`src/sop_defines.vh`:
```
`ifndef SOP_DEFINES_VH
`define SOP_DEFINES_VH

// ****************************************************************
// configuration byte offsets
// ****************************************************************
`define OFS_A_P1_PRIMARY   8'h16
`define OFS_A_P1_SECONDARY 8'h17
`define OFS_A_P1_OUTPUT    8'h18
`define OFS_A_P2_PRIMARY   8'h19
`define OFS_A_P2_SECONDARY 8'h1a
`define OFS_A_P2_OUTPUT    8'h1b
`define OFS_A_EIGHTH       8'h1c
`define OFS_B_P1_PRIMARY   8'h1d
`define OFS_B_P1_SECONDARY 8'h1e
`define OFS_B_P1_OUTPUT    8'h1f
`define OFS_B_P2_PRIMARY   8'h20
`define OFS_B_P2_SECONDARY 8'h21
`define OFS_B_P2_OUTPUT    8'h22
`define OFS_B_EIGHTH       8'h23
`define OFS_MR_DEPEND      8'h40

// ****************************************************************
// bank layout and field positions
// ****************************************************************
`define BANK_FIRST         8'h16
`define BANK_LAST          8'h23
`define BANK_MR_INDEX      4'he
`define BANK_DEPTH         15
`define CFG_RESET          8'h00
`define BIT_P1_EIGHTH      0
`define BIT_P2_EIGHTH      1
`define BIT_MR_OUT_A       2
`define BIT_MR_OUT_B       3

`endif
```
`src/cfg_bank.v`:
```
`include "sop_defines.vh"

// ****************************************************************
// configuration byte store, flat view plus registered read port
// ****************************************************************
module cfg_bank #(
  parameter DEPTH = `BANK_DEPTH
) (
  input  wire             clk,
  input  wire             nrst,
  input  wire             wr_en,
  input  wire [3:0]       wr_index,
  input  wire [7:0]       wr_data,
  input  wire             rd_en,
  input  wire             rd_hit,
  input  wire [3:0]       rd_index,
  output reg  [7:0]       rd_data,
  output wire [DEPTH*8-1:0] bytes_flat
);

  reg [7:0] mem_reg [0:DEPTH-1];
  integer   i;

  // flat view so the product logic sees every byte at once
  genvar g;
  generate
    for (g = 0; g < DEPTH; g = g + 1) begin : flat
      assign bytes_flat[g*8 +: 8] = mem_reg[g];
    end
  endgenerate

  // writes and reads; unmapped reads return zero
  always @(posedge clk) begin
    if (!nrst) begin
      for (i = 0; i < DEPTH; i = i + 1) begin
        mem_reg[i] <= `CFG_RESET;
      end
      rd_data <= 8'h00;
    end else begin
      if (wr_en) begin
        mem_reg[wr_index] <= wr_data;
      end
      if (rd_en) begin
        rd_data <= rd_hit ? mem_reg[rd_index] : 8'h00;
      end
    end
  end

endmodule

```
`src/seq_output_sum_of_products.v`:
```
`include "sop_defines.vh"

// Operation
// - each output deasserts when product 1 or product 2 is one
// - primary byte: bits 0-5 detector primary flags, bits 6-7 watchdogs 1-2
// - secondary byte: bits 0-5 detector secondary flags, bits 6-7 logic inputs 1-2
// - A output byte: logic inputs 3-4, outputs 1-2, 4-7; shared bit 0 output 8
// - A product 2 same layout, output 8 via shared byte bit 1
// - B product 1: bit 4 selects output A, bits 5-7 outputs 5-7
// - manual reset byte bit 2 forces A, bit 3 forces B while low
// - product is one only when every selected condition is healthy
// - B product 2 same layout, output 8 via shared byte bit 1
module seq_output_sum_of_products (
  input  wire       clk,
  input  wire       nrst,
  input  wire       cfg_wr,
  input  wire       cfg_rd,
  input  wire [7:0] cfg_addr,
  input  wire [7:0] cfg_wdata,
  output wire [7:0] cfg_rdata,
  input  wire [5:0] volt_primary_ok,
  input  wire [5:0] volt_secondary_ok,
  input  wire       watchdog_timer_1,
  input  wire       watchdog_timer_2,
  input  wire       logic_input_1,
  input  wire       logic_input_2,
  input  wire       logic_input_3,
  input  wire       logic_input_4,
  input  wire       seq_out_1,
  input  wire       seq_out_2,
  input  wire       seq_out_5,
  input  wire       seq_out_6,
  input  wire       seq_out_7,
  input  wire       seq_out_8,
  input  wire       manual_reset_n,
  output reg        seq_out_3,
  output reg        seq_out_4,
  output reg  [1:0] out_a_products,
  output reg  [1:0] out_b_products
);

  // ****************************************************************
  // offset to bank row, shared by the port and the product logic
  // ****************************************************************
  // the reset byte lies far past the run, so it takes the spare last row
  function [3:0] bank_row;
    input [7:0] ofs;
    reg   [7:0] rel;
    begin
      rel = ofs - `BANK_FIRST;
      if (ofs == `OFS_MR_DEPEND) begin
        bank_row = `BANK_MR_INDEX;
      end else begin
        bank_row = rel[3:0];
      end
    end
  endfunction

  // ****************************************************************
  // address decode into the byte bank
  // ****************************************************************
  wire       in_range;
  wire       is_mr;
  wire       hit;
  wire [3:0] bank_index;
  wire [`BANK_DEPTH*8-1:0] cfg_flat;

  // bank rows 0..13 follow the offsets, row 14 holds the reset byte
  assign in_range   = (cfg_addr >= `BANK_FIRST) && (cfg_addr <= `BANK_LAST);
  assign is_mr      = (cfg_addr == `OFS_MR_DEPEND);
  assign hit        = in_range | is_mr;
  assign bank_index = bank_row(cfg_addr);

  cfg_bank #(
    .DEPTH(`BANK_DEPTH)
  ) u_bank (
    .clk       (clk),
    .nrst      (nrst),
    .wr_en     (cfg_wr & hit),
    .wr_index  (bank_index),
    .wr_data   (cfg_wdata),
    .rd_en     (cfg_rd),
    .rd_hit    (hit),
    .rd_index  (bank_index),
    .rd_data   (cfg_rdata),
    .bytes_flat(cfg_flat)
  );

  // ****************************************************************
  // byte extraction
  // ****************************************************************
  function [7:0] cfg_byte;
    input [`BANK_DEPTH*8-1:0] flat;
    input [7:0]               ofs;
    begin
      cfg_byte = flat[bank_row(ofs)*8 +: 8];
    end
  endfunction

  // ****************************************************************
  // product term: AND of healthy flags over selected bits
  // ****************************************************************
  function product;
    input [7:0] prim_sel;
    input [7:0] sec_sel;
    input [7:0] out_sel;
    input       eighth_sel;
    input [7:0] prim_ok;
    input [7:0] sec_ok;
    input [7:0] out_ok;
    input       eighth_ok;
    begin
      // unselected bits count as healthy, so they drop out
      product = &(~prim_sel | prim_ok) & &(~sec_sel | sec_ok) &
                &(~out_sel | out_ok) & (~eighth_sel | eighth_ok);
    end
  endfunction

  // ****************************************************************
  // healthy vectors, one bit per selection bit
  // ****************************************************************
  wire [7:0] prim_ok;
  wire [7:0] sec_ok;
  wire [7:0] a_out_ok;
  wire [7:0] b_out_ok;

  // watchdog expired and logic input active both count as unhealthy
  assign prim_ok  = {~watchdog_timer_2, ~watchdog_timer_1, volt_primary_ok};
  assign sec_ok   = {~logic_input_2, ~logic_input_1, volt_secondary_ok};
  // A sees outputs 1,2,4..7; B sees 1,2,A,5..7
  assign a_out_ok = {~seq_out_7, ~seq_out_6, ~seq_out_5, ~seq_out_4,
                     ~seq_out_2, ~seq_out_1, ~logic_input_4, ~logic_input_3};
  assign b_out_ok = {~seq_out_7, ~seq_out_6, ~seq_out_5, ~seq_out_3,
                     ~seq_out_2, ~seq_out_1, ~logic_input_4, ~logic_input_3};

  // ****************************************************************
  // product evaluation
  // ****************************************************************
  wire [7:0] a_p1_prim;
  wire [7:0] a_p1_sec;
  wire [7:0] a_p1_out;
  wire [7:0] a_p2_prim;
  wire [7:0] a_p2_sec;
  wire [7:0] a_p2_out;
  wire [7:0] b_p1_prim;
  wire [7:0] b_p1_sec;
  wire [7:0] b_p1_out;
  wire [7:0] b_p2_prim;
  wire [7:0] b_p2_sec;
  wire [7:0] b_p2_out;
  wire [7:0] a_eighth;
  wire [7:0] b_eighth;
  wire [7:0] mr_dep;
  wire       a_p1;
  wire       a_p2;
  wire       b_p1;
  wire       b_p2;
  wire       mr_low;

  // selection bytes pulled out once, so each product call reads plainly
  assign a_p1_prim = cfg_byte(cfg_flat, `OFS_A_P1_PRIMARY);
  assign a_p1_sec  = cfg_byte(cfg_flat, `OFS_A_P1_SECONDARY);
  assign a_p1_out  = cfg_byte(cfg_flat, `OFS_A_P1_OUTPUT);
  assign a_p2_prim = cfg_byte(cfg_flat, `OFS_A_P2_PRIMARY);
  assign a_p2_sec  = cfg_byte(cfg_flat, `OFS_A_P2_SECONDARY);
  assign a_p2_out  = cfg_byte(cfg_flat, `OFS_A_P2_OUTPUT);
  assign b_p1_prim = cfg_byte(cfg_flat, `OFS_B_P1_PRIMARY);
  assign b_p1_sec  = cfg_byte(cfg_flat, `OFS_B_P1_SECONDARY);
  assign b_p1_out  = cfg_byte(cfg_flat, `OFS_B_P1_OUTPUT);
  assign b_p2_prim = cfg_byte(cfg_flat, `OFS_B_P2_PRIMARY);
  assign b_p2_sec  = cfg_byte(cfg_flat, `OFS_B_P2_SECONDARY);
  assign b_p2_out  = cfg_byte(cfg_flat, `OFS_B_P2_OUTPUT);
  assign a_eighth  = cfg_byte(cfg_flat, `OFS_A_EIGHTH);
  assign b_eighth  = cfg_byte(cfg_flat, `OFS_B_EIGHTH);
  assign mr_dep    = cfg_byte(cfg_flat, `OFS_MR_DEPEND);
  assign mr_low    = ~manual_reset_n;

  // A product 1, output 8 from shared byte bit 0
  assign a_p1 = product(a_p1_prim,
                        a_p1_sec,
                        a_p1_out,
                        a_eighth[`BIT_P1_EIGHTH],
                        prim_ok, sec_ok, a_out_ok, ~seq_out_8);
  // A product 2, output 8 from shared byte bit 1
  assign a_p2 = product(a_p2_prim,
                        a_p2_sec,
                        a_p2_out,
                        a_eighth[`BIT_P2_EIGHTH],
                        prim_ok, sec_ok, a_out_ok, ~seq_out_8);
  // B product 1, output 8 from its own shared byte bit 0
  assign b_p1 = product(b_p1_prim,
                        b_p1_sec,
                        b_p1_out,
                        b_eighth[`BIT_P1_EIGHTH],
                        prim_ok, sec_ok, b_out_ok, ~seq_out_8);
  // B product 2, output 8 from shared byte bit 1
  assign b_p2 = product(b_p2_prim,
                        b_p2_sec,
                        b_p2_out,
                        b_eighth[`BIT_P2_EIGHTH],
                        prim_ok, sec_ok, b_out_ok, ~seq_out_8);

  // ****************************************************************
  // output state, one register stage per cycle
  // ****************************************************************
  // registered so the A/B cross-dependency never forms a comb loop
  always @(posedge clk) begin
    if (!nrst) begin
      seq_out_3      <= 1'b0;
      seq_out_4      <= 1'b0;
      out_a_products <= 2'b00;
      out_b_products <= 2'b00;
    end else begin
      out_a_products <= {a_p2, a_p1};
      out_b_products <= {b_p2, b_p1};
      // asserted unless a product holds, or forced by manual reset
      seq_out_3 <= ~(a_p1 | a_p2) | (mr_dep[`BIT_MR_OUT_A] & mr_low);
      seq_out_4 <= ~(b_p1 | b_p2) | (mr_dep[`BIT_MR_OUT_B] & mr_low);
    end
  end

  // absent detectors/outputs on the reduced part are trusted to be zero

endmodule

```
`config.mk`:
```
export PLATFORM = sky130hd
export DESIGN_NAME = seq_output_sum_of_products
export DESIGN_NICKNAME = d
export VERILOG_FILES = /design/src/cfg_bank.v /design/src/seq_output_sum_of_products.v
export VERILOG_INCLUDE_DIRS = /design/src
export SDC_FILE = /design/constraint.sdc
export NUM_CORES = 1
export LEC_CHECK = 0
export BUFFER_PORTS_ARGS = -buffer_cell sky130_fd_sc_hd__buf_2
export CAP_MARGIN = 15
export CORE_MARGIN = 4
export CORE_UTILIZATION = 35
export DETAILED_ROUTE_END_ITERATION = 12
export GPL_ROUTABILITY_DRIVEN = 0
export PLACE_DENSITY = 0.63
export SYNTH_ARGS = -nofsm -noshare
export SYNTH_HDL_FRONTEND = slang
export SYNTH_SLANG_ARGS = --single-unit
```
`constraint.sdc`:
```
create_clock -name clk -period 3.3 [get_ports clk]
set_input_delay 0.33 -clock clk [delete_from_list [all_inputs] [get_ports clk]]
set_output_delay 0.33 -clock clk [all_outputs]
set_load 0.05 [all_outputs]
```
==> results by group <==
Yosys
  • Synth warn: 0
  • Ys async rst share: 0%
  • Top cell type's share of synthesized area: 55.8%
  • Distinct cells, synth: 41
  • Ys flop type: edfxtp_1
  • Post-synth EDFFs: 128
  • Syn Inst Count: 512
  • Syn Area/Cell: 13.5 um^2
  • Register area share after synthesis: 59.8%
  • Seq cells post-synth: 142
  • Mapped cell area: 6890 um^2
  • Top post-synthesis cells by area: edfxtp_1 (56%), and2_1 (11%), mux4_2 (10%)
  • Most frequent cell after synthesis: edfxtp_1
  • Syn nets: 558
  • Cell accounting for the most synthesized area: edfxtp_1
  • Synth cell count leaders: edfxtp_1 (128), and2_1 (123), mux4_2 (32)

Clocking
  • Reg clk slew, reported paths: 0.06 ns
  • Post-CTS Setup Inserts: 0
  • Worst skew pair latency: 0.44 ns
  • CTS Hold Bufs: 0
  • Root Driver: clkbuf_16
  • Post-cts resize count: 0
  • CTS max path bufs: 2
  • CTS tree: yes
  • TritonCTS buffer count: 17
  • H-tree Lvls: 4
  • Clk sinks: 142

GRT
  • All-Layer GR Usage: 19.6%
  • Pin count of the biggest net entering global routing: 28
  • Vias in the first global route: 4917
  • GRT overflow: 0
  • Global-route wire length before repair: 31300 um
  • Initial antenna violation count: 1

Routing
  • Detail Route Antenna Nets: 0
  • Vias per cell: 5.74
  • Vias: 4953
  • Routed len/inst: 24.5 um
  • Routed WL: 21100 um
  • Initial DRC count: 760
  • # DRC: 0
  • First-pass DRT Iterations: 7

Min path
  • Hold path startpoint: manual_reset_n
  • Hold WC Path Type: in -> reg
  • Hold Path Depth: 4
  • Hold EP: seq_out_3$_SDFF_PN0_

Placed design
  • Post-Place Setup Slack: 0.678 ns
  • Area post-placement: 7540 um^2
  • HPWL Detailed: 15400 um
  • Post-Place Cells: 831
  • I/O Buffers: 58

Timing
  • Worst clock skew: 0.00818 ns
  • Slew @ Worst Pin: 0.694 ns
  • Fmax: 449 MHz
  • Final WS setup: 1.07 ns
  • Final hold slack: 0.251 ns
  • Slew margin rel.: 53.5%
  • RSZ-0062 raised after global routing: false
  • Slew Limit Fails: 0
  • Final hold vios: 0
  • Setup TNS: 0 ns
  • Period utilization: 67.5%
  • Setup-failing EPs final: 0
  • Final Critical Period: 2.23 ns

Finish
  • Max FFs per register: 128
  • Fin util: 41.7%
  • Area grow syn2layout: 17.5%
  • Fin area: 8100 um^2
  • Final std cells w/o fill: 863
  • Layout cells sized above 1: 22.7%
  • Filler instances: 1806
  • Diode count: 0
  • Final net count: 631

Worst setup path
  • Worst Setup End Kind: register
  • Crit path launch: cfg_addr[0]
  • Register-to-register setup slack: 1.41 ns
  • RR Startpoint: u_bank.mem_reg[0][3]$_SDFFCE_PN0P_
  • Nature of the critical path startpoint: input port
  • Max Fanout on Critical Path: 17
  • Worst Path Required: 3.37 ns
  • Arrival time worst endpoint: 2.30 ns
  • Reg-to-Reg End: seq_out_3$_SDFF_PN0_
  • R2R cell count: 6
  • Worst Setup Path Type: in -> reg

Run
  • Max-cap violations: 0

Die
  • Die Width: 148 um
  • Die height: 148 um
  • Die area: 22000 um^2
  • Num rows: 51
  • Total core area: 19400 um^2
  • Initial core utilization: 35.5%
  • Boundary pin count: 59

Power
  • PD cells: 533 nW/um^2
  • Peak supply drop: 0.359 mV
  • Lkg Pwr: 2.87 nW
  • Power Total: 4.31 mW

Run status
  • Status: completed
[cell type report]
cell class                 instances  area, um^2  area share, %
sequential                       142        4120           50.9
clock inverter                    14         126           1.56
clock buffer                      18         429           5.30
multi-input combinational        334        2600           32.1
timing repair buffer              77         433           5.35
tap                              265         332           4.10
inverter                          13        48.8          0.603
[routing by layer]
layer | vias up | share of wire (%) | track usage, %
met5 | - | 0 | 0
met4 | 0 | 4.7 | 9.61
met3 | 91 | 12 | 5.30
met2 | 381 | 45 | 30.2
met1 | 2371 | 38 | 25.8
li1 | 2110 | - | -
[critical path, cell delays in order]
cell and delay [ns]:
buf_2 0.34, buf_4 0.39, nand4b_1 0.50, nor2_1 0.73
[cell families (layout without fill, tap and decap cells)]
group,Yosys count,after routing,synth area share [%]
compound gates,91,91,9.35
xor+xnor,1,1,0.127
fa+ha+maj,1,1,0.182
buf+inv,36,122,2.40
flops,142,142,59.8
mux,32,32,10.5
simple gates,209,209,17.6
[layout by cell type (no fill, tap or decap), drive strengths merged, types with 2 or more instances in the layout]
cell	Yosys	routed
nand4	8	8
o31ai	8	8
a222oi	4	4
nor2b	17	17
clkbuf	13	18
nand2b	2	2
a21oi	7	7
nand4b	2	2
inv	13	13
nor2	30	30
mux4	32	32
and2	123	123
edfxtp	128	128
o21ai	14	14
nand2	9	9
buf	10	77
a221oi	2	2
dfxtp	14	14
a211oi	7	7
or3	4	4
o22ai	7	7
a22o	3	3
bufinv	0	2
nand3	7	7
clkinvlp	0	2
a2111oi	3	3
clkinv	0	10
a22oi	31	31
[how the worst max path moves through the flow]
| stage | to |
|---|---|
| global route | u_bank.mem_reg[15][4]$_DFFE_PP_ |
| global placement | u_bank.mem_reg[15][6]$_DFFE_PP_ |
| detailed placement | u_bank.mem_reg[15][7]$_DFFE_PP_ |
| CTS | u_bank.mem_reg[15][7]$_DFFE_PP_ |
| finish | u_bank.mem_reg[15][4]$_DFFE_PP_ |
| floorplan | u_bank.mem_reg[14][0]$_SDFFCE_PN0P_ |
[report_power, final]
group	switching [mW]	internal, mW
Clock	0.725	1.09
Combinational	0.233	0.153
Sequential	0.0689	2.04
Total	1.03	3.28
Power figures use the tool's default switching activity.
